===== src/shared/ofl_pkg.sv =====
// Purpose: Shared constants for the output fault latch block.
// Assumes: 25 MHz core clock, four high-side and eight low-side outputs.
// Notes:   Sync vector positions pack every asynchronous input in one word.
package ofl_pkg;
    localparam int OUT_N    = 12;
    localparam int HS_N     = 4;
    localparam int LS_N     = 8;
    localparam int LS_BASE  = 4;
    localparam int WORD_W   = 16;
    localparam int UPPER_W  = 4;

    // Timing
    localparam int CLK_KHZ      = 25000;
    localparam int FILT_DLY_NS  = 10000;
    localparam int FILT_CYC     = (FILT_DLY_NS * CLK_KHZ + 999999) / 1000000;

    // Positions in the synchroniser vector
    localparam int SY_CS   = 0;
    localparam int SY_SCLK = 1;
    localparam int SY_SI   = 2;
    localparam int SY_OV   = 3;
    localparam int SY_OT   = 4;
    localparam int SY_OL   = 16;
    localparam int SY_DR   = 28;
    localparam int SY_GL   = 36;
    localparam int SY_W    = 40;

    // Reset values
    localparam logic [OUT_N-1:0]  STAT_RST  = 12'h000;
    localparam logic [WORD_W-1:0] SHIFT_RST = 16'h0000;
    localparam logic [SY_W-1:0]   SYNC_RST  = 40'h00_0000_0001;

    typedef enum logic [0:0] {
        ofl_idle = 1'b0,
        ofl_xfer = 1'b1
    } ofl_xfer_e;
endpackage : ofl_pkg


===== src/logic/ofl_fault_logic.sv =====
// Purpose: Fault supervision, shutdown and status word for twelve outputs.
// Assumes: Commands and configuration come from logic on clk; sensors,
//          chip select, serial clock and serial in are asynchronous pins.
// Notes:   Serial clock is sampled; data moves on its sampled edges.
`timescale 1ns/100ps
module ofl_fault_logic import ofl_pkg::*; #(
    parameter int FILT_CYCLES = FILT_CYC
) (
    // Clock and reset
    input  wire logic               clk,
    input  wire logic               nrst,
    // Resolved on/off commands (serial or direct input)
    input  wire logic [OUT_N-1:0]   output_cmd_on,
    // Configuration
    input  wire logic [OUT_N-1:0]   open_load_enable_config,
    input  wire logic [LS_N-1:0]    overcurrent_shutdown_config,
    // Sensor comparators
    input  wire logic               battery_overvoltage,
    input  wire logic [OUT_N-1:0]   overtemp_sense,
    input  wire logic [OUT_N-1:0]   open_load_sense,
    input  wire logic [LS_N-1:0]    ls_drain_high,
    input  wire logic [HS_N-1:0]    hs_gate_low,
    // Serial port
    input  wire logic               spi_cs_n,
    input  wire logic               spi_sclk,
    input  wire logic               spi_si,
    input  wire logic [UPPER_W-1:0] status_upper_bits,
    output logic                    spi_so,
    output logic                    spi_so_oe,
    // Outputs and fault indication
    output logic [OUT_N-1:0]        output_gate_on,
    output logic [LS_N-1:0]         lowside_current_limit,
    output logic [OUT_N-1:0]        output_fault_status_bits,
    output logic                    fault_indicator_pin_n
);
    typedef struct packed {
        logic [SY_W-1:0]   s1;
        logic [SY_W-1:0]   s2;
        logic [SY_W-1:0]   s3;
        logic [SY_W-1:0]   st;
        logic              cs_prev;
        logic              sclk_prev;
        logic [OUT_N-1:0]  cmd_prev;
        logic [LS_N-1:0]   ot_lock;
        logic [LS_N-1:0]   oc_lock;
        logic [LS_N-1:0]   fs_latch;
        logic [OUT_N-1:0]  stat;
        logic [OUT_N-1:0]  gate;
        logic [LS_N-1:0]   climit;
        logic              fs_n;
        ofl_xfer_e         xfer;
        logic              si_bit;
        logic [WORD_W-1:0] shift;
    } ofl_state_s;

    localparam ofl_state_s STATE_RST = '{
        s1: SYNC_RST, s2: SYNC_RST, s3: SYNC_RST, st: SYNC_RST,
        cs_prev: 1'b1, sclk_prev: 1'b0, cmd_prev: '0,
        ot_lock: '0, oc_lock: '0, fs_latch: '0,
        stat: STAT_RST, gate: '0, climit: '0, fs_n: 1'b1,
        xfer: ofl_idle, si_bit: 1'b0, shift: SHIFT_RST
    };

    ofl_state_s r, nxt;

    logic [SY_W-1:0]  async_vec;
    logic             cs_n;
    logic             sclk;
    logic             ov;
    logic [OUT_N-1:0] ot;
    logic [OUT_N-1:0] ol;
    logic [LS_N-1:0]  drain;
    logic [HS_N-1:0]  gate_low;
    logic [OUT_N-1:0] cmd_tog;
    logic [OUT_N-1:0] ot_cond;
    logic [HS_N-1:0]  hs_ol;
    logic [LS_N-1:0]  ls_cmd;
    logic [LS_N-1:0]  ls_ol_arm;
    logic [LS_N-1:0]  ls_oc_arm;
    logic [LS_N-1:0]  ls_ol_hit;
    logic [LS_N-1:0]  ls_oc_hit;
    logic [LS_N-1:0]  ls_ot;
    logic [LS_N-1:0]  ls_gate;
    logic [HS_N-1:0]  hs_gate;
    logic [OUT_N-1:0] cause;
    logic [OUT_N-1:0] stat_clr;
    logic             cs_rise;
    logic             cs_fall;
    logic             sclk_rise;
    logic             sclk_fall;

    assign async_vec = {hs_gate_low, ls_drain_high, open_load_sense,
                        overtemp_sense, battery_overvoltage, spi_si,
                        spi_sclk, spi_cs_n};

    // Only the stable word is read; raw stages feed the next stage alone
    assign cs_n     = r.st[SY_CS];
    assign sclk     = r.st[SY_SCLK];
    assign ov       = r.st[SY_OV];
    assign ot       = r.st[SY_OT +: OUT_N];
    assign ol       = r.st[SY_OL +: OUT_N];
    assign drain    = r.st[SY_DR +: LS_N];
    assign gate_low = r.st[SY_GL +: HS_N];

    assign ls_cmd    = output_cmd_on[LS_BASE +: LS_N];
    // Open load only while commanded off, low-side enabled by a one
    assign ls_ol_arm = ~ls_cmd
                     & open_load_enable_config[LS_BASE +: LS_N];
    // Timer only runs while the output really conducts and shutdown is on
    assign ls_oc_arm = r.gate[LS_BASE +: LS_N]
                     & overcurrent_shutdown_config;

    genvar g;
    generate
        for (g = 0; g < LS_N; g++) begin : g_ls
            ofl_filter #(
                .CYCLES (FILT_CYCLES)
            ) u_ol_filt (
                .clk  (clk),
                .nrst (nrst),
                .arm  (ls_ol_arm[g]),
                .raw  (ol[LS_BASE + g]),
                .hit  (ls_ol_hit[g])
            );
            ofl_filter #(
                .CYCLES (FILT_CYCLES)
            ) u_oc_filt (
                .clk  (clk),
                .nrst (nrst),
                .arm  (ls_oc_arm[g]),
                .raw  (drain[g]),
                .hit  (ls_oc_hit[g])
            );
        end
    endgenerate

    always_comb begin
        nxt = r;

        // Three-stage synchroniser; a bit changes once stages 2 and 3 agree
        nxt.s1 = async_vec;
        nxt.s2 = r.s1;
        nxt.s3 = r.s2;
        nxt.st = (~(r.s2 ^ r.s3) & r.s3) | ((r.s2 ^ r.s3) & r.st);

        nxt.cs_prev   = cs_n;
        nxt.sclk_prev = sclk;
        cs_rise   = cs_n & ~r.cs_prev;
        cs_fall   = ~cs_n & r.cs_prev;
        sclk_rise = sclk & ~r.sclk_prev;
        sclk_fall = ~sclk & r.sclk_prev;

        cmd_tog      = output_cmd_on ^ r.cmd_prev;
        nxt.cmd_prev = output_cmd_on;

        // Temperature is only meaningful while the output is commanded on
        ot_cond = ot & output_cmd_on;
        ls_ot   = ot_cond[LS_BASE +: LS_N];

        // High-side open load: enabled by zero, off, gate already low
        hs_ol = ~output_cmd_on[HS_N-1:0]
              & ~open_load_enable_config[HS_N-1:0]
              & gate_low & ol[HS_N-1:0];

        // Low-side thermal latch-off, released by an off command whatever the temperature
        nxt.ot_lock = (r.ot_lock & ~(~ls_ot & ~ls_cmd)) | ls_ot;

        // Overcurrent latch-off; the only way out is commanding off
        nxt.oc_lock = (r.oc_lock & ls_cmd) | ls_oc_hit;

        // High side cycles with temperature on its own
        hs_gate = output_cmd_on[HS_N-1:0]
                & ~ot_cond[HS_N-1:0]
                & {HS_N{~ov}};
        ls_gate = ls_cmd & ~ls_ot & ~r.ot_lock & ~r.oc_lock
                & ~ls_oc_hit & {LS_N{~ov}};
        nxt.gate = {ls_gate, hs_gate};

        // Without shutdown the driver limits current and reports nothing
        nxt.climit = ls_gate & drain & ~overcurrent_shutdown_config;

        // Present cause per output; overvoltage counts on all of them
        cause[HS_N-1:0] = ot_cond[HS_N-1:0] | hs_ol
                        | {HS_N{ov}};
        cause[LS_BASE +: LS_N] = ls_ot | ls_ol_hit | ls_oc_hit
                               | r.oc_lock | {LS_N{ov}};

        // A new cause in the clearing cycle keeps its bit set
        stat_clr = cs_rise ? ~cause : '0;
        nxt.stat = (r.stat & ~stat_clr) | cause;

        // Low-side pin latch; a toggle of the faulted output releases it
        nxt.fs_latch = (r.fs_latch & ~cmd_tog[LS_BASE +: LS_N])
                     | ls_ot | ls_ol_hit | ls_oc_hit;
        nxt.fs_n = ~(ov | (|ot_cond[HS_N-1:0]) | (|hs_ol)
                 | (|nxt.fs_latch));

        // Serial status transfer
        unique case (r.xfer)
            ofl_idle: begin
                if (cs_fall) begin
                    nxt.xfer  = ofl_xfer;
                    nxt.shift = {status_upper_bits, r.stat};
                end
            end
            ofl_xfer: begin
                if (cs_rise) begin
                    nxt.xfer = ofl_idle;
                end else if (sclk_rise) begin
                    nxt.si_bit = r.st[SY_SI];
                end else if (sclk_fall) begin
                    // Trailing bits echo serial in for daisy chains
                    nxt.shift = {r.shift[WORD_W-2:0], r.si_bit};
                end
            end
        endcase
    end

    always_ff @(posedge clk or negedge nrst) begin
        if (!nrst) begin
            r <= STATE_RST;
        end else begin
            r <= nxt;
        end
    end

    assign spi_so                   = r.shift[WORD_W-1];
    assign spi_so_oe                = (r.xfer == ofl_xfer);
    assign output_gate_on           = r.gate;
    assign lowside_current_limit    = r.climit;
    assign output_fault_status_bits = r.stat;
    assign fault_indicator_pin_n    = r.fs_n;
endmodule : ofl_fault_logic


===== src/logic/ofl_filter.sv =====
// Purpose: Fault filter; a fault is taken once it stands for a full delay.
// Assumes: raw is already synchronised to clk.
// Notes:   Count restarts whenever arm or raw drops.
`timescale 1ns/100ps
module ofl_filter import ofl_pkg::*; #(
    parameter int CYCLES = FILT_CYC
) (
    // Clock and reset
    input  wire logic clk,
    input  wire logic nrst,
    // Detection
    input  wire logic arm,
    input  wire logic raw,
    output logic      hit
);
    localparam int CW = $clog2(CYCLES + 1);
    localparam logic [CW-1:0] TOP = CW'(CYCLES);

    typedef struct packed {
        logic [CW-1:0] cnt;
    } ofl_flt_s;

    ofl_flt_s r, nxt;

    always_comb begin
        nxt = r;
        if (!(arm && raw)) begin
            nxt.cnt = '0;
        end else if (r.cnt != TOP) begin
            nxt.cnt = r.cnt + CW'(1);
        end
    end

    always_ff @(posedge clk or negedge nrst) begin
        if (!nrst) begin
            r <= '0;
        end else begin
            r <= nxt;
        end
    end

    assign hit = arm && raw && (r.cnt == TOP);
endmodule : ofl_filter


===== config.mk =====
export PLATFORM = sky130hd
export DESIGN_NAME = ofl_fault_logic
export DESIGN_NICKNAME = d
export VERILOG_FILES = /design/src/shared/ofl_pkg.sv /design/src/logic/ofl_fault_logic.sv /design/src/logic/ofl_filter.sv
export SDC_FILE = /design/constraint.sdc
export NUM_CORES = 1
export LEC_CHECK = 0
export ABC_CLOCK_PERIOD_IN_PS = 1900
export BUFFER_PORTS_ARGS = -buffer_cell sky130_fd_sc_hd__buf_4
export CAP_MARGIN = 30
export CORE_MARGIN = 2
export CORE_UTILIZATION = 45
export CTS_BUF_LIST = sky130_fd_sc_hd__clkbuf_16
export DETAILED_ROUTE_END_ITERATION = 8
export PLACE_DENSITY = 0.66
export SLEW_MARGIN = 5
export SYNTH_ARGS = -nofsm -noshare
export SYNTH_HDL_FRONTEND = slang
export SYNTH_SLANG_ARGS = --single-unit

===== constraint.sdc =====
create_clock -name clk -period 1.9 [get_ports clk]
set_clock_uncertainty 0.1 [all_clocks]
set_input_delay 0.095 -clock clk [delete_from_list [all_inputs] [get_ports clk]]
set_output_delay 0.095 -clock clk [all_outputs]
set_load 0.1 [all_outputs]

==> results.md, run 1 <==
* TritonCTS buffer count at 40
* Met2 track demand over resource at 27.95%
* Peak per-stage delay on the critical path at between 0.3 and 0.4 ns
* Total negative slack at 0 ns
* Synthesized Nets at between 1000 and 1500
* Floorplan row count at 65
* Fraction of final layout cells with drive strength greater than 1 at 17.30%
* Critical-path top delay cell: dfrtp_1
* Layout Nets at 1509
* Count of cell types in the netlist at between 40 and 50
* Fraction of power spent switching nets at 24.70%
* Maximum clock insertion buffer count at 3
* Fin. max-slew vios at 0
* Fin crit period at around 1.8 ns
* Initial antenna violation count at 0
* Placed Cells at about 1700
* Most Frequent Cell on Critical Path: nor4_1
* Worst-Skew Late Latency at between 0.5 and 0.6 ns
* Count of max-cap constraint violations at 0
* Leak pwr at 7.908 nW
* Synth Cell Area at roughly 14000 sq um
* Power Dens Cells at ~1000 nW/um^2
* Clk pin slew, worst setup/hold paths at 0.06 ns
* # port buffers at 112
* Fraction of power consumed by the clock network at between 40% and 50%
* Area used by multi-input combinational logic at roughly 4700 sq um
* FF/Latch Area at 9343 sq um
* Drt wl/cell at between 10 and 15 um
* First-pass GRT wire length at 46.22 mm
* Number of DRC markers after the initial detailed-route iteration at between 400 and 500
* Logic pwr share at 10.2%
* Worst ir drop on vdd at approximately 0.00073 V
* Count of mapped cells out of synthesis at 1170
* HPWL after DPL at between 15 and 20 mm
* Least setup slack across all paths after layout at between 0.07 and 0.08 ns
* Register area share after synthesis at 64.97%
* Number of vias in the routed layout at between 9000 and 10000
* Clk sinks at about 370
* Int Power at 13.49 mW
* Final standard cell utilization of the core at a little under three fifths
* Remaining design rule violation count at 0
* Drt via density at between 5 and 6
* WS Path Type: reg -> reg
* Die Width at ~180 um
* Clk root buf: clkbuf_16
* Overall routing resource usage at between 15 and 20%
* Number of fill cells at between 2000 and 3000
* Share of the clock period used by the worst path at 96.31%
* Most Crowded Layer GR: met2
* Chip Height at 182.7 um
* Final-report hold violation count at 0
* Most common cell after layout, fill and taps aside: dfrtp_1
* Overall routed net length at 27.04 mm
* GRT met3 Usage at roughly 3.4%
* Critical path capture point type: register
* Placement Setup Slack at approximately 0.07 ns
* Worst EP arrival at 2.15 ns
* Met1 track utilization from global routing at a little under a quarter
* Most frequent cells in the layout: dfrtp_1 (366), nor2_1 (144), buf_4 (142)
* Starting Density at 45.68%
* Slew HR at 59.19%
* H-tree depth at 2
* Number of top-level pins at 113
* Endpoint required time on the critical path at between 2 and 2.5 ns
* Startpoint class of the critical path: register
* Diode insertion count for antenna repair at 0
* Crit path max fanout at 2
* Actual slew at the worst max-slew pin at 0.6122 ns
* CTS tree: yes
* Yosys warns at 0
* DR pass1 iterations at 4
* Post-route insts no fill at 1830
* Final count of negative-setup-slack endpoints at 0
* Antenna Violating Nets Remaining at 0
* Number of global-route vias before repair at between 9000 and 10000
* Final weighted congestion of routability-driven global placement at roughly 0.76
* Register bit total from synthesis at between 300 and 400
* Hold WS at between 0.02 and 0.025 ns
* Mean post-synth cell area at ~12 sq um
* Net switching power figure at roughly 4.4 mW
* Area inside the core boundary at approximately 31000 sq um
* Hold/Removal Path Class: in -> async
* Die Outline Area at ~33000 sq um
* CP cell instances: a32o_1 -> nor4_1 -> nand4_1 -> nor4_1
* Peak clock frequency supported by timing at between 500 and 600 MHz
* Largest net degree at the start of global routing at 70
* Final global-route overflow total at 0
* Result of the run: complete, no violations
* Fraction of power consumed by sequential logic at 49.0%
* Synth-to-Final Area Change at 24.32%
[critical path, delay by kind of cell, from the launching register on]
kind	cells	cell delay, ns
DFF	1	0.38
AOI/OAI and AO/OA	1	0.30
and+or+nand+nor	3	0.96
[power by group through the flow]
stage / Clock, mW / Sequential [mW] / Combinational (mW)
3_5_place_dp: 0 / 8.93 / 1.72
2_1_floorplan: 0 / 8.91 / 1.04
5_1_grt: 7.88 / 8.85 / 2.00
3_3_place_gp: 0 / 8.91 / 1.70
4_1_cts: 7.54 / 8.80 / 1.86
6_report: 7.31 / 8.78 / 1.82
[repair_timing]
item / 4_1_cts / 5_1_grt
hold buffers: 75 / 0
setup endpoints to repair: 0 / 1
buffers inserted: 0 / 1
resized for setup: 0 / 2
hold endpoints to repair: 607 / 0
[logic make-up (layout without fill, tap and decap cells)]
kind of cell	Yosys count	count (layout)	synth area share (%)
AND/OR/NAND/NOR	433	433	15.53
flip-flops	373	373	64.97
AO/OA/AOI/OAI	132	132	5.187
XOR/XNOR	73	73	4.447
adder cells (fa/ha/maj)	72	72	5.570
buffers and inverters	62	320	2.489
multiplexers	25	25	1.810
[routing by layer]
| metal | part of all wire, % | up-vias |
|---|---|---|
| met2 | 48 | 138 |
| met5 | 0 | - |
| met1 | 45 | 4514 |
| met4 | 1.8 | 0 |
| li1 | - | 4480 |
| met3 | 4.4 | 36 |
[stage by stage]
step                      power [mW]  instance area, sq um
final                          17.92                 17870
after global routing           18.74                 17870
after CTS                      18.19                 17860
after detailed placement       10.66                 15870
after global placement         10.61                 15870
after floorplan                9.953                 14380
[cell type report]
| class | instances | area share (%) |
|---|---|---|
| flip-flops and latches | 373 | 52.27 |
| multi-input cells | 735 | 26.25 |
| inverters | 22 | 0.4620 |
| well taps | 402 | 2.814 |
| repair buffers | 227 | 11.26 |
| clock inverters | 30 | 1.211 |
| clock buffers | 41 | 5.740 |
[worst paths after layout]
check                                              endpoint  slack [ns]  cells after the start
worst max-delay path                  fault_indicator_pin_n        0.07                      4
worst max register to register        fault_indicator_pin_n        0.07                      4
worst min-delay path                               nxt[201]        0.02                      2
worst min register to register                     nxt[166]        0.25                      0
min in group clk                output_fault_status_bits[1]        0.07                      4
max in group asynchronous                             r[88]        0.93                      3
[synth_stat cells, drive strengths merged]
master   number  area share, %
a211oi        6           0.31
nand4b        7           0.43
o21a          3           0.16
nand3        64            2.4
nor2b        10           0.44
a211o         3           0.18
a221oi        2           0.12
o2111ai       1          0.061
o2111a        2           0.16
or4           1          0.078
a21o          3           0.17
dfstp         6            1.1
o22ai         1          0.044
nand2b       12           0.52
nor2        144            3.8
ha           32            2.8
or3          38            1.7
xor2         43            2.6
a32o          3           0.21
inv          22           0.57
a21oi        72            2.5
nor4          8           0.35
and3         14           0.61
xnor2        30            1.8
maj3         40            2.8
or3b          7           0.43
o21ai        35            1.2
clkbuf        3          0.078
and4          6           0.38
dfrtp       367             64
mux2i        17            1.2
nor3         13           0.45
nand3b       10           0.80
buf          37            1.8
nor3b         7           0.37
nand4        16           0.74
nand2        71            1.9
mux2          8           0.63
o31ai         1          0.052
and3b         5           0.30
No activity file was read; power rests on OpenSTA's default activity.
==> run 2: changes to the inputs <==
Settings changed: ABC_CLOCK_PERIOD_IN_PS 1900 to 1500, PLACE_DENSITY 0.66 to 0.65.
Clock period 1.9 ns to 1.5 ns, I/O delays scaled along.
==> run 2 against run 1 <==
Against the previous run:
- the run now ends with negative setup slack left
- final cell count is 11% higher
- via count is 10% higher
- total power is 33% higher
- worst hold slack better by 0.011 ns
- flip-flop and latch count stayed put
- combinational power is 69% higher
- register-to-register slack worse by 0.23 ns
- sequential power is 28% higher
- utilization is 8.6 points higher
- worst setup slack worse by 0.23 ns
- die area stayed put
- critical endpoint is now lowside_current_limit[6]
==> results.md, run 2 (synthesized netlist as in run 1, its figures left out) <==
* Result of the run: complete, but fails checks
* Failing checks: negative setup slack
* # port buffers at around 110
* Synth-to-Final Area Change at 43.07%
* HPWL after DPL at ~20 mm
* Floorplan row count at between 60 and 70
* Die Width at approximately 180 um
* Number of vias in the routed layout at 10104
* Initial antenna violation count at 1
* CTS tree: yes
* Overall routed net length at just over 30 mm
* Endpoint required time on the critical path at around 1.8 ns
* Hold/Removal Path Class: in -> reg
* Diode insertion count for antenna repair at 0
* Final global-route overflow total at 0
* Crit path max fanout at 3
* Least setup slack across all paths after layout at -0.1586 ns
* Largest net degree at the start of global routing at 65
* Clk pin slew, worst setup/hold paths at 0.06 ns
* Number of fill cells at about 2300
* Count of max-cap constraint violations at 0
* Remaining design rule violation count at 0
* DR pass1 iterations at 5
* Final count of negative-setup-slack endpoints at 32
* Startpoint class of the critical path: register
* TritonCTS buffer count at a little over 40
* Peak clock frequency supported by timing at around 600 MHz
* Number of DRC markers after the initial detailed-route iteration at between 400 and 500
* Drt wl/cell at around 15 um
* Final weighted congestion of routability-driven global placement at roughly 0.78
* Die Outline Area at around 33000 sq um
* Fin crit period at 1.659 ns
* Share of the clock period used by the worst path at 110.6%
* Placement Setup Slack at -0.2323 ns
* Critical path capture point type: register
* Antenna Violating Nets Remaining at 0
* Power Dens Cells at roughly 1200 nW/um^2
* Peak per-stage delay on the critical path at around 0.4 ns
* Most common cell after layout, fill and taps aside: dfrtp_1
* Worst-Skew Late Latency at about 0.53 ns
* Drt via density at 4.995
* Most frequent cells in the layout: dfrtp_1 (365), buf_4 (299), nor2_1 (115)
* Unrepaired setup endpoints after global routing: yes
* Top delay family on crit path: simple AND/OR/NAND/NOR gates
* Layout Nets at 1700
* Starting Density at roughly 46%
* Worst EP arrival at a little under 2 ns
* Maximum clock insertion buffer count at 3
* CP cell instances: inv_2 -> ha_4 -> nand4b_1 -> or3_4 -> and4_4 -> and3b_1
* Critical-path top delay cell: or3_4
* Leak pwr at approximately 9 nW
* WS Path Type: reg -> reg
* Fin. max-slew vios at 0
* Number of global-route vias before repair at around 10000
* Number of top-level pins at between 100 and 150
* Slew HR at a little over 70%
* Actual slew at the worst max-slew pin at between 0.4 and 0.5 ns
* Worst ir drop on vdd at between 0.0009 and 0.001 V
* Buffer and inverter count on the worst path at 1
* Area inside the core boundary at approximately 31000 sq um
* Fraction of final layout cells with drive strength greater than 1 at 38.00%
* Chip Height at between 150 and 200 um
* Overall routing resource usage at a little under a fifth
* First-pass GRT wire length at 50.43 mm
* Clk sinks at 373
* H-tree depth at 2
* PnR Total Power at approximately 24 mW
* Clk root buf: clkbuf_16
* Final-report hold violation count at 0
==> run 2: report_power, final <==
part | switching [mW] | internal (mW)
Combinational | 1.70 | 1.37
Clock | 3.94 | 5.53
Sequential | 0.498 | 10.7
Total | 6.14 | 17.6
==> run 2: layer usage <==
metal  wire [um]  GRT usage [%]  vias to the layer above  part of all wire, %
li1            -              -                     4855                    -
met1       14000          25.24                     5038                   45
met2       15240          30.66                      154                   49
met3        1214          3.058                       57                  3.9
met4         693          5.032                        0                  2.2
met5           0              0                        -                    0
==> run 2: stage by stage <==
| step | cells | utilization, % | hold slack, ns | TNS (ns) | area, sq um |
|---|---|---|---|---|---|
| 2_1_floorplan | 1170 | - | -0.3206 | -0.4678 | 14460 |
| 3_3_place_gp | 1833 | 54.21 | -0.1285 | -0.9823 | 17060 |
| 3_5_place_dp | 1833 | 54.21 | -0.1252 | -1.656 | 17060 |
| 4_1_cts | 2003 | 62.33 | 0.01077 | -1.373 | 19620 |
| 5_1_grt | 2023 | 65.35 | 0.06404 | -5.532 | 20570 |
| 6_report | 2023 | 65.35 | 0.03074 | -1.632 | 20570 |
==> run 2: layout make-up <==
class | instances | area, sq um | area share (%)
flip-flops and latches | 373 | 9346 | 45.44
repair buffers | 417 | 3613 | 17.57
well taps | 402 | 503.0 | 2.445
inverters | 22 | 82.58 | 0.4015
clock inverters | 31 | 207.7 | 1.010
multi-input cells | 735 | 5741 | 27.91
clock buffers | 43 | 1076 | 5.231
==> run 2: worst reg2reg max path: cells and delay by family, from the launching register on <==
| kind | cells | cell delay [ns] |
|---|---|---|
| adder cells (fa/ha/maj) | 1 | 0.12 |
| buffers and inverters | 1 | 0.08 |
| flip-flops | 1 | 0.38 |
| AND/OR/NAND/NOR | 4 | 0.88 |
==> run 2: path summary, 6_finish.rpt <==
check / from / end / slack, ns / depth (start not counted)
worst max register to register: g_ls[6].u_oc_filt.r[0] / lowside_current_limit[6] / -0.16 / 6
max in group asynchronous: nrst / g_ls[6].u_ol_filt.r[2] / 0.18 / 5
worst min register to register: nxt[188] / nxt[148] / 0.24 / 0
worst min-delay path: output_cmd_on[3] / output_fault_status_bits[3] / 0.03 / 4
min in group asynchronous: nrst / asynchronous set/reset pin / 0.46 / 3
worst max-delay path: g_ls[6].u_oc_filt.r[0] / lowside_current_limit[6] / -0.16 / 6
==> run 2: repair_timing <==
action                                 4_1_cts  5_1_grt
pin swaps                                   39       56
endpoints found under the hold margin      608        0
setup endpoints to repair                   40       99
gates resized for setup                     82      189
hold buffers                                76        0
buffers inserted                            22       26
gates cloned                                 1        1
==> run 3: changes to the inputs <==
Settings changed: SETUP_SLACK_MARGIN set to 0.5.
==> run 3 against run 2 <==
Against the previous run:
- the run ends with negative hold slack, negative setup slack left
- register-to-register slack got worse by 0.098 ns
- sequential share of layout area decreased by 3.3 points
- clock power decreased by 2.5%
- flip-flop and latch count unchanged
- fmax decreased by 5.6%
- utilization increased by 5.3 points
- first-iteration DRC count decreased by 6.1%
- final cell count increased by 2.5%
- total power increased by 1.3%
- critical path depth increased by 2
- worst hold slack got worse by 0.42 ns
- die area unchanged
- critical path type unchanged
- critical endpoint is now fault_indicator_pin_n
- largest cell class unchanged
==> results.md, run 3 (synthesized netlist as in run 1, its figures left out) <==
* Area used by multi-input combinational logic at 6432 sq um
* Final count of negative-setup-slack endpoints at between 60 and 70
* Critical-path top delay cell: dfrtp_1
* Most common cell after layout, fill and taps aside: dfrtp_1
* Share of the clock period used by the worst path at 117.1%
* Area after DPL at 17590 sq um
* Power Dens Cells at 1083 nW/um^2
* Worst-Skew Late Latency at 0.53 ns
* Worst ir drop on vdd at 0.0009069 V
* Maximum clock insertion buffer count at 3
* Failing checks: negative hold slack, negative setup slack
* Diode insertion count for antenna repair at 0
* First-pass GRT wire length at 52.30 mm
* Fraction of final layout cells with drive strength greater than 1 at approximately 48%
* TritonCTS buffer count at 40
* Count of max-cap constraint violations at 0
* Total negative slack at -5.414 ns
* Top delay family on crit path: simple AND/OR/NAND/NOR gates
* Largest net degree at the start of global routing at 62
* Die Width at around 180 um
* Buffer and inverter count on the worst path at 2
* Clk pin slew, worst setup/hold paths at 0.06 ns
* # port buffers at between 100 and 150
* Clk root buf: clkbuf_16
* Number of global-route vias before repair at approximately 11000
* Unrepaired setup endpoints after global routing: yes
* Peak clock frequency supported by timing at 569.4 MHz
* Final global-route overflow total at 0
* Synth-to-Final Area Change at 54.73%
* Overall routing resource usage at 19.09%
* Startpoint class of the critical path: register
* Hold WS at -0.3898 ns
* Least setup slack across all paths after layout at -0.2562 ns
* Crit path max fanout at 2
* CP cell instances: inv_2 -> ha_4 -> nand2_4 -> nor3_4 -> a221oi_2 -> buf_4 -> nand3_1 -> nor4_2
* Instance count along the most critical hold path at 2
* Actual slew at the worst max-slew pin at between 0.4 and 0.5 ns
* Floorplan row count at 65
* Number of vias in the routed layout at about 10000
* H-tree depth at 2
* Starting Density at between 40% and 50%
* Cell depth of the worst setup path at 8
* Hold/Removal Path Class: in -> reg
* Placement Setup Slack at -0.2520 ns
* Worst EP arrival at 2.08 ns
* Remaining design rule violation count at 0
* Critical path capture point type: register
* Number of top-level pins at between 100 and 150
* Leak pwr at between 9 and 10 nW
* Drt via density at between 4 and 5
* Number of fill cells at just over 2000
* Endpoint required time on the critical path at between 1.5 and 2 ns
* Hold-fix buffer count after cts at 64
* Peak per-stage delay on the critical path at approximately 0.37 ns
* WS Path Type: reg -> reg
* Final-report hold violation count at between 90 and 100
* Chip Height at ~180 um
* Worst R2R Path Depth at 8
* Antenna Violating Nets Remaining at 0
* CTS tree: yes
* Layout Nets at about 1800
* Area inside the core boundary at 31470 sq um
* Number of DRC markers after the initial detailed-route iteration at about 440
* FF/Latch Area at ~9400 sq um
* HPWL after DPL at between 15 and 20 mm
* Fin crit period at roughly 1.8 ns
* Final weighted congestion of routability-driven global placement at between 0.7 and 0.8
* Die Outline Area at ~33000 sq um
* Most frequent cells in the layout: dfrtp_1 (351), buf_4 (266), nor2_1 (111)
* Result of the run: complete, but fails checks
* Slew HR at 72.74%
* Summed area of non-filler cells in the final layout at 22250 sq um
* Clk sinks at around 370
* Initial antenna violation count at 0
* Fin. max-slew vios at 0
* PnR Total Power at 24.08 mW
* DR pass1 iterations at 4
* Drt wl/cell at approximately 15 um
* Overall routed net length at approximately 32 mm
-- run 3: path summary, 6_finish.rpt --
path	slack (ns)	start	endpoint
setup / recovery	-0.26	g_ls[7].u_ol_filt.r[0]	fault_indicator_pin_n
hold / removal	-0.39	overcurrent_shutdown_config[4]	lowside_current_limit[4]
setup reg to reg	-0.26	g_ls[7].u_ol_filt.r[0]	fault_indicator_pin_n
hold reg to reg	0.25	nxt[193]	nxt[153]
max in group asynchronous	0.66	nrst	nxt[149]
min in group asynchronous	-0.07	nrst	g_ls[3].u_oc_filt.r[4]
-- run 3: routing by layer --
metal	part of all wire [%]	vias to the layer above	global-route usage (%)	wire (um)
met1	45	5095	26.08	14450
met2	50	137	31.98	15870
met4	2.3	0	5.355	729
met5	0	-	0	0
li1	-	4973	-	-
met3	2.8	53	2.899	891
-- run 3: timing repair --
item                                   4_1_cts  5_1_grt
setup endpoints to repair                  251      262
gates cloned                                 3        0
pin swaps                                  100      108
buffers inserted                            68       36
gates resized for setup                    284      149
endpoints found under the hold margin      608       90
-- run 3: stage by stage --
stage          utilization [%]  cells
2_1_floorplan                -   1170
3_3_place_gp             55.89   1831
3_5_place_dp             55.89   1831
4_1_cts                  67.82   2038
5_1_grt                  70.68   2074
6_report                 70.68   2074
-- run 3: power by group --
part / internal, mW / switching, mW / leakage [nW]
registers: 10.7 / 0.505 / 4.63
clock network: 5.31 / 3.93 / 0.633
logic: 1.78 / 1.83 / 4.33
total: 17.8 / 6.27 / 9.60
-- run 3: area by class of cell --
| type | count | area share [%] |
|---|---|---|
| inverters | 22 | 0.3712 |
| repair buffers | 470 | 20.82 |
| multi-input cells | 735 | 28.91 |
| well taps | 402 | 2.261 |
| clock buffers | 41 | 4.612 |
| flip-flops and latches | 373 | 42.09 |
| clock inverters | 31 | 0.9280 |
